File: config.mk
export PLATFORM = sky130hd
export DESIGN_NAME = adc_diag_counters
export DESIGN_NICKNAME = d
export VERILOG_FILES = /design/src/include/adc_pkg.sv /design/src/verilog/adc_sat_cnt.sv /design/src/verilog/adc_retx_det.sv /design/src/verilog/adc_diag_counters.sv
export SDC_FILE = /design/constraint.sdc
export NUM_CORES = 1
export LEC_CHECK = 0
export BUFFER_PORTS_ARGS = -buffer_cell sky130_fd_sc_hd__buf_2
export CORE_MARGIN = 3
export CORE_UTILIZATION = 35
export DETAILED_ROUTE_END_ITERATION = 6
export SLEW_MARGIN = 5
export SYNTH_ARGS = -nofsm -noshare
export SYNTH_HDL_FRONTEND = slang
export SYNTH_HIERARCHICAL = 1
export SYNTH_SLANG_ARGS = --single-unit
export TNS_END_PERCENT = 50
File: constraint.sdc
create_clock -name REF_CLK -period 2.8 [get_ports REF_CLK]
set_input_delay 0.56 -clock REF_CLK [delete_from_list [all_inputs] [get_ports REF_CLK]]
set_output_delay 0.56 -clock REF_CLK [all_outputs]
set_load 0.01 [all_outputs]
File: src/include/adc_pkg.sv
// ==========================================================================
// shared constants for the link diagnostic counter bank
// ==========================================================================
package adc_pkg;

  // ========================================================================
  // counter register indices (byte address is four times the index)
  // ========================================================================
  localparam logic [7:0] IDX_SEND_ATTEMPT = 8'h15;
  localparam logic [7:0] IDX_SENT_ACKED = 8'h17;
  localparam logic [7:0] IDX_ACK_RECEIVED = 8'h19;
  localparam logic [7:0] IDX_ACK_FORWARDED = 8'h1b;
  localparam logic [7:0] IDX_NAK_RECEIVED = 8'h1c;
  localparam logic [7:0] IDX_NAK_FORWARDED = 8'h1d;
  localparam logic [7:0] IDX_RESPONSE_TIMEOUT = 8'h1e;
  localparam logic [7:0] IDX_ENQUIRY_SENT = 8'h1f;
  localparam logic [7:0] IDX_SEND_FAILED = 8'h20;
  localparam logic [7:0] IDX_REPLY_DROPPED = 8'h21;
  localparam logic [7:0] IDX_MESSAGE_RECEIVED = 8'h22;
  localparam logic [7:0] IDX_ACK_SENT = 8'h24;
  localparam logic [7:0] IDX_NAK_SENT = 8'h26;
  localparam logic [7:0] IDX_ENQUIRY_RECEIVED = 8'h27;
  localparam logic [7:0] IDX_RETRANSMISSION = 8'h28;
  localparam logic [7:0] IDX_MESSAGE_START = 8'h29;
  localparam logic [7:0] IDX_IGNORED_INPUT = 8'h2a;
  localparam logic [7:0] IDX_ENQUIRY_ABORT = 8'h2b;
  localparam logic [7:0] IDX_CONTROL_CODE_ABORT = 8'h2c;
  localparam logic [7:0] IDX_ACK_WITHOUT_BUFFER = 8'h2d;
  localparam logic [7:0] IDX_NAK_NO_BUFFER = 8'h2e;
  localparam logic [7:0] IDX_BROADCAST_RECEIVED = 8'h2f;
  localparam logic [7:0] IDX_BROADCAST_OK = 8'h30;
  localparam logic [7:0] IDX_FOREIGN_MESSAGE = 8'h31;
  localparam logic [7:0] IDX_EOT_SENT = 8'h32;
  localparam logic [7:0] IDX_CALL_RECEIVED = 8'h33;
  localparam logic [7:0] IDX_LOCAL_HANGUP = 8'h34;
  localparam logic [7:0] IDX_CARRIER_LOST = 8'h35;
  localparam logic [7:0] IDX_CARRIER_TIMEOUT_HANGUP = 8'h36;
  // control, status and station registers
  localparam logic [7:0] IDX_CTRL = 8'h00;
  localparam logic [7:0] IDX_STATUS = 8'h01;
  localparam logic [7:0] IDX_STATION = 8'h02;

  // number of counters, in register table order
  localparam int NUM_CNT = 29;
  localparam logic [7:0] CNT_IDX [NUM_CNT] = '{
    IDX_SEND_ATTEMPT, IDX_SENT_ACKED, IDX_ACK_RECEIVED, IDX_ACK_FORWARDED,
    IDX_NAK_RECEIVED, IDX_NAK_FORWARDED, IDX_RESPONSE_TIMEOUT, IDX_ENQUIRY_SENT,
    IDX_SEND_FAILED, IDX_REPLY_DROPPED, IDX_MESSAGE_RECEIVED, IDX_ACK_SENT,
    IDX_NAK_SENT, IDX_ENQUIRY_RECEIVED, IDX_RETRANSMISSION, IDX_MESSAGE_START,
    IDX_IGNORED_INPUT, IDX_ENQUIRY_ABORT, IDX_CONTROL_CODE_ABORT,
    IDX_ACK_WITHOUT_BUFFER, IDX_NAK_NO_BUFFER, IDX_BROADCAST_RECEIVED,
    IDX_BROADCAST_OK, IDX_FOREIGN_MESSAGE, IDX_EOT_SENT, IDX_CALL_RECEIVED,
    IDX_LOCAL_HANGUP, IDX_CARRIER_LOST, IDX_CARRIER_TIMEOUT_HANGUP};
  // one bit per counter: set where the counter is 16 bits wide
  localparam logic [NUM_CNT-1:0] CNT_WIDE = 29'h0000c07;
  localparam int WIDE_W = 16;
  localparam int NARROW_W = 8;

  // ========================================================================
  // control register fields and reset values
  // ========================================================================
  localparam int CTRL_HALF_BIT = 0;
  localparam int CTRL_CLR_BIT = 1;
  localparam logic CTRL_HALF_RST = 1'b0;
  localparam logic [7:0] STATION_RST = 8'h00;
  localparam logic [7:0] BCAST_ADDR = 8'hff;

  // ========================================================================
  // link control codes, as the character after a DLE
  // ========================================================================
  localparam logic [7:0] CODE_SOH = 8'h01;
  localparam logic [7:0] CODE_STX = 8'h02;
  localparam logic [7:0] CODE_ETX = 8'h03;
  localparam logic [7:0] CODE_ENQ = 8'h05;
  localparam logic [7:0] CODE_ACK = 8'h06;
  localparam logic [7:0] CODE_NAK = 8'h15;

  // receive framing state, one-hot
  typedef enum logic [1:0] {
    ADC_RX_IDLE = 2'b01,
    ADC_RX_MSG = 2'b10
  } adc_rx_state_t;

  // message start code depends on the duplex mode
  function automatic logic is_start_code(input logic [7:0] code, input logic half);
    is_start_code = half ? (code == CODE_SOH) : (code == CODE_STX);
  endfunction : is_start_code

  // width of counter number i
  function automatic int cnt_width(input int i);
    cnt_width = CNT_WIDE[i] ? WIDE_W : NARROW_W;
  endfunction : cnt_width

endpackage : adc_pkg

File: src/verilog/adc_sat_cnt.sv
`timescale 1ns/1ps
// ==========================================================================
// saturating event counter
// ==========================================================================
module adc_sat_cnt #(
  parameter int WIDTH = 8
) (
  input wire logic REF_CLK,
  input wire logic RST_B,
  input wire logic inc,
  input wire logic clr,
  output logic [WIDTH-1:0] cnt
);

  typedef struct packed {
    logic [WIDTH-1:0] cnt;
  } adc_cnt_st_t;

  localparam logic [WIDTH-1:0] CNT_MAX = '1;
  localparam logic [WIDTH-1:0] CNT_ONE = WIDTH'(1);

  adc_cnt_st_t st_r;
  adc_cnt_st_t st_nxt;

  // next value: a clear still keeps an event of the same cycle
  always_comb begin
    st_nxt = st_r;
    if (clr) begin
      st_nxt.cnt = inc ? CNT_ONE : '0;
    end else if (inc && st_r.cnt != CNT_MAX) begin
      st_nxt.cnt = st_r.cnt + CNT_ONE; // stop at the top
    end
  end

  // state register, cleared at reset
  always_ff @(posedge REF_CLK or negedge RST_B) begin
    if (!RST_B) begin
      st_r <= '0;
    end else begin
      st_r <= st_nxt;
    end
  end

  assign cnt = st_r.cnt;
endmodule : adc_sat_cnt

File: src/verilog/adc_retx_det.sv
`timescale 1ns/1ps
// ==========================================================================
// retransmission detector: remembers the last message header
// ==========================================================================
module adc_retx_det (
  input wire logic REF_CLK,
  input wire logic RST_B,
  input wire logic sample,
  input wire logic [15:0] tns,
  input wire logic [7:0] cmd,
  input wire logic [7:0] src,
  output logic match
);

  typedef struct packed {
    logic valid;
    logic [15:0] tns;
    logic [7:0] cmd;
    logic [7:0] src;
  } adc_retx_st_t;

  adc_retx_st_t st_r;
  adc_retx_st_t st_nxt;

  // compare against the previous header; nothing matches before a first message
  assign match = st_r.valid && st_r.tns == tns && st_r.cmd == cmd && st_r.src == src;

  // store the header of every good message
  always_comb begin
    st_nxt = st_r;
    if (sample) begin
      st_nxt.valid = 1'b1;
      st_nxt.tns = tns;
      st_nxt.cmd = cmd;
      st_nxt.src = src;
    end
  end

  // state register
  always_ff @(posedge REF_CLK or negedge RST_B) begin
    if (!RST_B) begin
      st_r <= '0;
    end else begin
      st_r <= st_nxt;
    end
  end

endmodule : adc_retx_det

File: src/verilog/adc_diag_counters.sv
`timescale 1ns/1ps
// Overview of operation
// - 16-bit send attempt count at 21
// - 16-bit sent-and-acknowledged count at 23
// - 16-bit received acknowledgement count at 25
// - separator ACKs at 27, NAKs at 29
// - NAKs received at 28, sent at 38
// - response timeouts at 30, enquiries sent 31
// - failed sends 32, dropped replies 33
// - messages received 34, ACKs sent 36
// - enquiries received counted at 39
// - matching header with a buffer free means retransmission: ACK, count 40
// - STX or SOH per mode counted 41
// - ignored input counted at 42
// - DLE ENQ aborts message, counted 43
// - other control code aborts, counted 44
// - ACK sent without buffer counted 45
// - no buffer gives NAK, counted 46
// - broadcasts at 47, good broadcasts 48
// - messages for other stations at 49
// - DLE EOT sent counted at 50
// - calls in 51, own hang-ups 52
// - carrier loss 53, carrier timeout hang-ups 54
module adc_diag_counters (
  input wire logic REF_CLK,
  input wire logic RST_B,
  // wishbone classic slave
  input wire logic WB_CYC_I,
  input wire logic WB_STB_I,
  input wire logic WB_WE_I,
  input wire logic [7:0] WB_ADR_I,
  input wire logic [3:0] WB_SEL_I,
  input wire logic [31:0] WB_DAT_I,
  output logic [31:0] WB_DAT_O,
  output logic WB_ACK_O,
  // receive side: link control codes and data characters
  input wire logic RX_CTRL_V,
  input wire logic [7:0] RX_CTRL_CODE,
  input wire logic RX_DATA_V,
  input wire logic RX_FRAME_BAD,
  input wire logic [7:0] RX_DST,
  input wire logic [7:0] RX_SRC,
  input wire logic [7:0] RX_CMD,
  input wire logic [15:0] RX_TNS,
  input wire logic BUF_AVAIL,
  // transmit side and modem events, one-cycle pulses
  input wire logic TX_ATTEMPT,
  input wire logic TX_ACKED,
  input wire logic SEP_ACK,
  input wire logic SEP_NAK,
  input wire logic RESP_TIMEOUT,
  input wire logic TX_ENQ,
  input wire logic TX_FAIL,
  input wire logic REPLY_DROP,
  input wire logic TX_ACK_SENT,
  input wire logic TX_NAK_SENT,
  input wire logic TX_EOT,
  input wire logic CALL_IN,
  input wire logic HANGUP_LOCAL,
  input wire logic DCD_LOST,
  input wire logic DCD_TO_HANGUP,
  // answers to the transmitter
  output logic SEND_ACK_REQ,
  output logic SEND_NAK_REQ,
  output logic RX_ABORT,
  output logic RX_RETX,
  output logic RX_BUSY
);

  // ========================================================================
  // state
  // ========================================================================
  typedef struct packed {
    adc_pkg::adc_rx_state_t rx_state; // framing state of the receiver
    logic wb_ack; // bus answer
    logic [31:0] wb_dat; // registered read data
    logic half; // half-duplex mode selects SOH as start code
    logic clr; // one-cycle clear of every counter
    logic [7:0] station; // our own station address
    logic ack_req; // ask the transmitter for DLE ACK
    logic nak_req; // ask the transmitter for DLE NAK
    logic abort; // message in progress was abandoned
    logic retx; // last message was a retransmission
  } adc_main_st_t;

  adc_main_st_t st_r;
  adc_main_st_t st_nxt;

  logic [adc_pkg::NUM_CNT-1:0] evt; // one increment strobe per counter
  logic [15:0] cnt [adc_pkg::NUM_CNT]; // counter values, zero-extended
  logic [31:0] rd_word; // read data for the current address
  logic retx_match; // header equals the previous message
  logic in_msg; // a message is being received
  logic msg_end; // DLE ETX closes a message
  logic msg_good; // closed message passed its checks
  logic is_bcast; // message goes to every station
  logic [7:0] bus_idx; // word index on the bus

  assign in_msg = (st_r.rx_state == adc_pkg::ADC_RX_MSG);
  assign msg_end = RX_CTRL_V && in_msg && (RX_CTRL_CODE == adc_pkg::CODE_ETX);
  assign msg_good = msg_end && !RX_FRAME_BAD;
  assign is_bcast = (RX_DST == adc_pkg::BCAST_ADDR);
  assign bus_idx = {2'b00, WB_ADR_I[7:2]};

  // ========================================================================
  // counter bank
  // ========================================================================
  generate
    for (genvar i = 0; i < adc_pkg::NUM_CNT; i++) begin : g_cnt
      if (adc_pkg::cnt_width(i) == adc_pkg::WIDE_W) begin : g_wide
        adc_sat_cnt #(.WIDTH(adc_pkg::WIDE_W)) u_cnt (
          .REF_CLK(REF_CLK),
          .RST_B(RST_B),
          .inc(evt[i]),
          .clr(st_r.clr),
          .cnt(cnt[i])
        );
      end else begin : g_narrow
        // high byte of a narrow counter reads as zero
        assign cnt[i][15:8] = 8'h00;
        adc_sat_cnt #(.WIDTH(adc_pkg::NARROW_W)) u_cnt (
          .REF_CLK(REF_CLK),
          .RST_B(RST_B),
          .inc(evt[i]),
          .clr(st_r.clr),
          .cnt(cnt[i][7:0])
        );
      end
    end
  endgenerate

  // previous message header, for duplicate detection
  adc_retx_det u_retx (
    .REF_CLK(REF_CLK),
    .RST_B(RST_B),
    .sample(msg_good),
    .tns(RX_TNS),
    .cmd(RX_CMD),
    .src(RX_SRC),
    .match(retx_match)
  );

  // ========================================================================
  // read decode
  // ========================================================================
  // unmapped words, and the byte after each 16-bit counter, read zero
  always_comb begin
    rd_word = 32'h0000_0000;
    for (int i = 0; i < adc_pkg::NUM_CNT; i++) begin
      if (bus_idx == adc_pkg::CNT_IDX[i]) begin
        rd_word = {16'h0000, cnt[i]};
      end
    end
    if (bus_idx == adc_pkg::IDX_CTRL) begin
      rd_word[adc_pkg::CTRL_HALF_BIT] = st_r.half;
    end
    if (bus_idx == adc_pkg::IDX_STATUS) begin
      rd_word[1:0] = {BUF_AVAIL, in_msg};
    end
    if (bus_idx == adc_pkg::IDX_STATION) begin
      rd_word[7:0] = st_r.station;
    end
  end

  // ========================================================================
  // event strobes
  // ========================================================================
  // each strobe is raised in the cycle of its cause; the counter moves at the next edge
  always_comb begin
    evt = '0;
    evt[0] = TX_ATTEMPT;
    evt[1] = TX_ACKED;
    evt[2] = RX_CTRL_V && RX_CTRL_CODE == adc_pkg::CODE_ACK;
    evt[3] = SEP_ACK;
    evt[4] = RX_CTRL_V && RX_CTRL_CODE == adc_pkg::CODE_NAK;
    evt[5] = SEP_NAK;
    evt[6] = RESP_TIMEOUT;
    evt[7] = TX_ENQ;
    evt[8] = TX_FAIL;
    evt[9] = REPLY_DROP;
    evt[10] = msg_good;
    evt[11] = TX_ACK_SENT;
    evt[12] = TX_NAK_SENT;
    evt[13] = RX_CTRL_V && RX_CTRL_CODE == adc_pkg::CODE_ENQ;
    evt[14] = msg_good && retx_match && BUF_AVAIL;
    evt[15] = RX_CTRL_V && adc_pkg::is_start_code(RX_CTRL_CODE, st_r.half);
    // stray data outside a frame, a bad frame, or a stray code while idle
    evt[16] = (RX_DATA_V && !in_msg) || (msg_end && RX_FRAME_BAD) ||
              (RX_CTRL_V && !in_msg && !evt[2] && !evt[4] && !evt[13] && !evt[15]);
    evt[17] = RX_CTRL_V && in_msg && RX_CTRL_CODE == adc_pkg::CODE_ENQ;
    evt[18] = RX_CTRL_V && in_msg && !msg_end && !evt[17];
    evt[19] = TX_ACK_SENT && !BUF_AVAIL;
    evt[20] = msg_good && !BUF_AVAIL;
    evt[21] = msg_end && is_bcast;
    evt[22] = msg_good && is_bcast;
    evt[23] = msg_end && !is_bcast && RX_DST != st_r.station;
    evt[24] = TX_EOT;
    evt[25] = CALL_IN;
    evt[26] = HANGUP_LOCAL;
    evt[27] = DCD_LOST;
    evt[28] = DCD_TO_HANGUP;
  end

  // ========================================================================
  // bus slave, receive framing and answers
  // ========================================================================
  always_comb begin
    st_nxt = st_r;
    st_nxt.wb_ack = 1'b0;
    st_nxt.clr = 1'b0;
    st_nxt.ack_req = 1'b0;
    st_nxt.nak_req = 1'b0;
    st_nxt.abort = 1'b0;
    st_nxt.retx = 1'b0;
    // answer one cycle after the request, then drop ack for a cycle
    if (WB_CYC_I && WB_STB_I && !st_r.wb_ack) begin
      st_nxt.wb_ack = 1'b1;
      st_nxt.wb_dat = rd_word;
      if (WB_WE_I && WB_SEL_I[0]) begin
        // writes to counters and to unmapped words are dropped
        if (bus_idx == adc_pkg::IDX_CTRL) begin
          st_nxt.half = WB_DAT_I[adc_pkg::CTRL_HALF_BIT];
          st_nxt.clr = WB_DAT_I[adc_pkg::CTRL_CLR_BIT];
        end
        if (bus_idx == adc_pkg::IDX_STATION) begin
          st_nxt.station = WB_DAT_I[7:0];
        end
      end
    end
    // receive framing
    case (st_r.rx_state)
      adc_pkg::ADC_RX_IDLE: begin
        if (evt[15]) begin
          st_nxt.rx_state = adc_pkg::ADC_RX_MSG;
        end
      end
      adc_pkg::ADC_RX_MSG: begin
        if (evt[17]) begin
          // enquiry mid-message: drop what was gathered
          st_nxt.rx_state = adc_pkg::ADC_RX_IDLE;
          st_nxt.abort = 1'b1;
        end else if (evt[18]) begin
          // a fresh start code reopens a frame; anything else leaves it
          st_nxt.rx_state = evt[15] ? adc_pkg::ADC_RX_MSG : adc_pkg::ADC_RX_IDLE;
          st_nxt.abort = 1'b1;
        end else if (msg_end) begin
          st_nxt.rx_state = adc_pkg::ADC_RX_IDLE;
          if (RX_FRAME_BAD) begin
            st_nxt.nak_req = 1'b1;
          end else if (!BUF_AVAIL) begin
            st_nxt.nak_req = 1'b1; // refuse for lack of buffer
          end else begin
            // duplicates are acknowledged but not delivered again
            st_nxt.ack_req = 1'b1;
            st_nxt.retx = retx_match;
          end
        end
      end
      default: begin
        st_nxt.rx_state = adc_pkg::ADC_RX_IDLE;
      end
    endcase
  end

  // state register
  always_ff @(posedge REF_CLK or negedge RST_B) begin
    if (!RST_B) begin
      st_r <= '{rx_state: adc_pkg::ADC_RX_IDLE, wb_ack: 1'b0, wb_dat: 32'h0000_0000,
                half: adc_pkg::CTRL_HALF_RST, clr: 1'b0, station: adc_pkg::STATION_RST,
                ack_req: 1'b0, nak_req: 1'b0, abort: 1'b0, retx: 1'b0};
    end else begin
      st_r <= st_nxt;
    end
  end

  assign WB_ACK_O = st_r.wb_ack;
  assign WB_DAT_O = st_r.wb_dat;
  assign SEND_ACK_REQ = st_r.ack_req;
  assign SEND_NAK_REQ = st_r.nak_req;
  assign RX_ABORT = st_r.abort;
  assign RX_RETX = st_r.retx;
  assign RX_BUSY = in_msg;
endmodule : adc_diag_counters

* Word level (Yosys, flattened, before mapping)
Index checks and enable logic that the tools add are counted.
** Storage, ports and cells
- Flip-flop bits (word level) :: 354
- Bits of input ports :: 116
- Word-level logic and storage cells :: 398
** Cells by class
- $add $sub $neg :: 29
- Eq/ne operators :: 75
- Muxes and demuxes :: 145
- Reductions and logical operators :: 106
** Operator list (number)
- $mux W32 :: 27
- $mux W8 :: 50
- $add A8 B1 Y8 const B :: 24
- $mux W16 :: 12
- $ne A8 B8 Y1 const B :: 24
- $eq A6 B6 Y1 const B :: 21
- $add A16 B1 Y16 const B :: 5
- $ne A16 B16 Y1 const B :: 5
- $logic_and A1 B1 Y1 :: 60
- $reduce_bool A2 Y1 :: 29
- $eq A6 B5 Y1 const B :: 8
- $mux W43 :: 1
- $mux W1 :: 42
- $mux W2 :: 10
- $eq A16 B16 Y1 :: 1
- $eq A8 B2 Y1 const B :: 2
- $eq A8 B3 Y1 const B :: 2
- $eq A8 B8 Y1 :: 2
- $logic_not A1 Y1 :: 11
- $mux W10 :: 1
- $eq A8 B1 Y1 const B :: 1
- $eq A8 B5 Y1 const B :: 1
- $eq A8 B8 Y1 const B :: 1
- $logic_not A8 Y1 :: 1
- other kinds (12) :: 14

* Logic depth before layout (Yosys ltp)
- Depth in word-level cells :: 34
- Depth in mapped cells :: 11
- Mapped depth without buffers :: 10

* Modules after synthesis
Netlist, hierarchy kept.
** By module, submodules not included
- adc_sat_cnt (g_cnt[12].g_narrow.u_cnt ...) :: times used 24, cells an instance 47, area an instance 473.0 µm²
- adc_sat_cnt (g_cnt[0].g_wide.u_cnt ...) :: times used 5, cells an instance 102, area an instance 959.7 µm²
- adc_diag_counters :: times used 1, cells an instance 647, area an instance 4789.6 µm²
- adc_retx_det :: times used 1, cells an instance 115, area an instance 1572.8 µm²

* Worst setup path before layout
Ideal clock, no wire load.
- Path kind :: input-to-reg
- Start point :: input port RX_CTRL_CODE[5]
- End point :: register g_cnt[10].g_wide.u_cnt.st_r (netlist bit g_cnt[10].g_wide.u_cnt/cnt[11])
- Library setup time :: 0.078 ns
- Arrival time :: 2.828 ns
- Data required time :: 2.722 ns
- Slack :: -0.106 ns
- Cell stages on the path :: 11
- Path buffers :: 2
- Cell sequence :: nor4_1 -> nor2b_1 -> and4b_1 -> nand3_1 -> nor2_1 -> buf_4 -> nand3_1 -> or2_0 -> buf_2 -> or4_1 -> a21oi_1
** Between the ends
- Word-level cells in the longest chain between the ends :: 5
** Ends and longest elaborated chain
- start, declared :: RTL line adc_diag_counters.sv:38 : input wire logic [7:0] RX_CTRL_CODE,
- $eq A8 B2 Y1 :: RTL line adc_diag_counters.sv:100 : assign msg_end = RX_CTRL_V && in_msg && (RX_CTRL_CODE == adc_pkg::CODE_ETX);
- $logic_and A1 B1 Y1 :: RTL line adc_diag_counters.sv:100
- $logic_and A1 B1 Y1 :: RTL line adc_diag_counters.sv:101 : assign msg_good = msg_end && !RX_FRAME_BAD;
- via evt, one bit :: RTL line adc_diag_counters.sv:89 : logic [adc_pkg::NUM_CNT-1:0] evt;
- $logic_and A1 B1 Y1 :: RTL line adc_sat_cnt.sv:30 : end else if (inc && st_r.cnt != CNT_MAX) begin
- $reduce_bool A2 Y1 (no line)
- end signal, assigned :: RTL line adc_sat_cnt.sv:40 : st_r <= st_nxt;
- end, declared :: RTL line adc_sat_cnt.sv:22 : adc_cnt_st_t st_r;
The timed path passes the listed nets, and every way through them passes these cells.
A chain may end at the register's enable or synchronous reset.

* Worst setup path after layout
Same ends and word-level chain as after synthesis.

==> summary.md <==
| Metric | Value |
|---|---|
| CP max stage cell | `or4_1` |
| Routed length per instance | `roughly 20 um` |
| Final period util | `0.941` |
| Initial cell density of the core | `0.356` |
| CP top delay family | `simple AND/OR/NAND/NOR gates` |
| Core Rows | `92` |
| # nets final | `2,687` |
| Seq/Total Area, Yosys | `0.376` |
| Fraction of registers with async set/reset | `1.00` |
| Final core utilization | `0.408` |
| DP Wirelength | `49.3 mm` |
| Syn Std Cell Area | `0.0225 mm^2` |
| Placed cells | `3,343` |
| First-pass GRT wire length | `approximately 110 mm` |
| Status | `finished, final reports clean` |
| Total gr overflow | `0` |
| Worst Setup End Kind | `flip-flop` |
| Initial antenna violation count | `6` |
| RSZ-0062 raised after global routing | `false` |
| Synth Flop Type | `dfrtp_1` |
| Largest net degree at the start of global routing | `around 120` |
| CTS H-tree depth | `2` |
| Hold Vio Cnt, Final | `0` |
| Core area | `roughly 0.063 mm^2` |
| Setup-failing EPs final | `0` |
| Slowest stage delay, CP | `0.46 ns` |
| Pleak | `between 10 and 15 nW` |
| Peak VDD IR | `between 300 and 400 uV` |
| Crit Path Category | `input port to flip-flop` |
| Total GRT Usage | `0.195` |
| Root Buffer | `clkbuf_16` |
| Finished Layout Cells | `roughly 3,400` |
| CTS sink cnt | `between 300 and 400` |
| Worst-skew pair later-pin latency | `just under 0.6 ns` |
| Worst-Margin Slew | `about 0.62 ns` |
| Max Clk Rate | `roughly 380 MHz` |
| Worst-path cell chain | `buf_2, nor4_2, nor2b_1, and4b_1, nand3_2, nor2_4, nand3_1, or2_0, or4_1, a21oi_1` |
| Routability cong. | `around 0.93` |
| Worst hold path class | `input port to flip-flop` |
| Buf/Inv on CP | `1` |
| Crit path time final | `2.63 ns` |
| Detailed Routing Iterations Pass 1 | `5` |
| Hold_ws | `0.230 ns` |
| Layout cells sized above 1 | `0.214` |
| Synthesized flop and latch total | `approximately 340` |
| Max-cap violation count | `0` |
| DRT iter0 DRCs | `between 1,500 and 2,000` |
| Total power divided by cell area | `slightly above 600 mW/mm^2` |
| Area of the multi-input gates | `~0.013 mm^2` |
| Placed cell area | `between 0.02 and 0.025 mm^2` |
| Synthesis-to-finish area growth | `14.8%` |
| Storage cell area | `about 0.0085 mm^2` |
| Antenna-violating nets left | `0` |
| Slew Viols, Final | `0` |
| Post-CTS setup buffers | `0` |
| Max Buffers Root-to-Sink | `3` |
| Die width | `around 260 um` |
| TritonCTS Buffers | `40` |
| TritonCTS clock tree | `yes` |
| EDFF count, synth | `0` |
| Post-Synthesis Cells | `2,400` |
| Yosys synthesis warning count | `6` |
| Fillers | `6,262` |
| Worst setup SP type | `input port` |
| Die Y | `~260 um` |
| Vias | `20,385` |
| Hold Path Depth | `2` |
| Number of global-route vias before repair | `slightly below 20,000` |
| Max-slew headroom | `0.586` |
| Design Area, Final | `about 0.026 mm^2` |
| Mean post-synth cell area | `about 9.4 um^2` |
| Remaining DRCs | `0` |
| Critical path depth in cells | `10` |
| R2R depth | `10` |
| Worst Path Arrival | `about 3.1 ns` |
| Routed wire length | `67.5 mm` |
| Full die area | `approximately 0.067 mm^2` |
| Clock edge transition at the registers on the reported setup and hold paths | `around 0.060 ns` |
| PortBufs | `between 100 and 150` |
| Count of cell types in the netlist | `~90` |
| Avg Vias per Cell | `slightly below 6` |
| Top Ports | `about 150` |
| WP data required | `3.28 ns` |
| Setup Total Neg Slack | `0 ns` |
| Setup Skew | `roughly 0.036 ns` |
| CP max FO | `7` |
final timing paths:
kind | start | to | slack [ns]
worst max-delay path | RX_CTRL_CODE[5] | g_cnt[10].g_wide.u_cnt/cnt[11] | 0.17
worst min-delay path | WB_DAT_I[6] | st_r[10] | 0.23
worst max register to register | u_retx/st_r[15] | g_cnt[14].g_narrow.u_cnt/cnt[5] | 0.22
worst min register to register | WB_DAT_O[15] | WB_DAT_O[15] | 0.47
max in group asynchronous | RST_B | u_retx/st_r[9] | 1.44
min in group asynchronous | RST_B | g_cnt[0].g_wide.u_cnt/cnt[6] | 0.54
report_power, final:
group          total (mW)  internal (mW)  leakage, nW  switching [mW]
clock network        5.34           3.10        0.639            2.24
registers            7.51           5.75         4.20            1.76
logic                3.21           1.53         5.74            1.68
total                16.1           10.4         10.6            5.68
layer usage:
| metal | GRT usage | up-vias | share of wire |
|---|---|---|---|
| li1 | - | 9503 | - |
| met1 | 0.272 | 10125 | 0.45 |
| met2 | 0.304 | 640 | 0.46 |
| met3 | 0.0362 | 115 | 0.063 |
| met4 | 0.0663 | 2 | 0.028 |
| met5 | 0 | - | 0.00019 |
state kept, by name, summed over array words and instances, names as in the netlist:
signal,cells
st_r,12
g_cnt.g_narrow.u_cnt/cnt,192
g_cnt.g_wide.u_cnt/cnt,80
SEND_NAK_REQ,1
WB_DAT_O,16
RX_RETX,1
WB_ACK_O,1
RX_ABORT,1
SEND_ACK_REQ,1
u_retx/st_r,33
Yosys cell counts (all sizes together), types with 23 or more instances:
master | count | share of area
clkbuf | 51 | 0.0085
ha | 31 | 0.017
and4bb | 25 | 0.014
o211ai | 32 | 0.011
a21boi | 28 | 0.013
nand3 | 67 | 0.018
mux2 | 72 | 0.036
mux2i | 44 | 0.020
nor3 | 66 | 0.015
a211o | 24 | 0.0093
o22ai | 23 | 0.0064
nor2b | 23 | 0.0064
xor2 | 35 | 0.014
o21ai | 104 | 0.023
and4 | 34 | 0.016
or3 | 54 | 0.015
nor2 | 137 | 0.023
a2111oi | 25 | 0.017
nor4 | 32 | 0.011
dfrtp | 337 | 0.37
o31ai | 28 | 0.0093
buf | 111 | 0.031
a41oi | 32 | 0.012
a211oi | 43 | 0.015
a311oi | 25 | 0.0097
and3 | 60 | 0.017
nand2b | 109 | 0.030
nand2 | 139 | 0.023
nor3b | 31 | 0.010
nand4 | 78 | 0.032
a21oi | 201 | 0.045
inv | 84 | 0.014
cell usage in the layout, fill, tap and decap left out, types with 23 or more instances in the layout:
cell       Yosys  routed
nor3_1        66      66
nand2_1      139     139
dfrtp_1      337     336
nand2b_1     108     108
a21boi_2      24      24
nor3b_1       31      31
and3_1        60      59
o31ai_1       28      28
o21ai_0      102     102
nor4_1        26      24
a211o_1       24      24
buf_2         41     106
buf_4         61     125
nor2_1       135     134
mux2_2        67      67
a211oi_1      38      38
xor2_1        35      35
a41oi_1       32      32
nand4_1       49      49
mux2i_1       44      44
o211ai_1      32      32
ha_1          31      31
nor2b_1       23      23
a21oi_1      201     201
inv_1         84      84
clkbuf_16      0      40
or3_1         54      54
nand3_1       62      61
nand4_2       24      23
a2111oi_2     25      24
a311oi_1      25      25
and4_4        24      24
and4bb_2      24      24
o22ai_1       23      23
what timing repair did:
action,in CTS,in global routing
endpoints found under the setup margin,0,4
gates resized for setup,0,5
endpoints found under the hold margin,17,0
hold buffers,1,0
stage by stage:
step | power, mW | worst slack, ns
2_1_floorplan | 9.48 | 0.0419
3_3_place_gp | 10.5 | -0.288
3_5_place_dp | 10.7 | -0.344
4_1_cts | 16.1 | 0.0697
5_1_grt | 17.0 | 0.00682
6_report | 16.1 | 0.166
logic make-up after synthesis:
kind of cell               synth area share
buffers and inverters                0.0541
DFF                                   0.376
xor gates and xnor gates             0.0152
and+or+nand+nor                       0.250
adders and majority gates            0.0172
AOI/OAI and AO/OA                     0.227
muxes                                0.0606
other                              0.000167
layout make-up:
cell class	instances	area share
tap	846	0.0410
timing repair buffer	245	0.0671
sequential	338	0.328
clock inverter	14	0.00697
multi-input combinational	1829	0.501
antenna	5	0.000484
clock buffer	59	0.0438
inverter	86	0.0125
(Power assumes the default switching activity.)
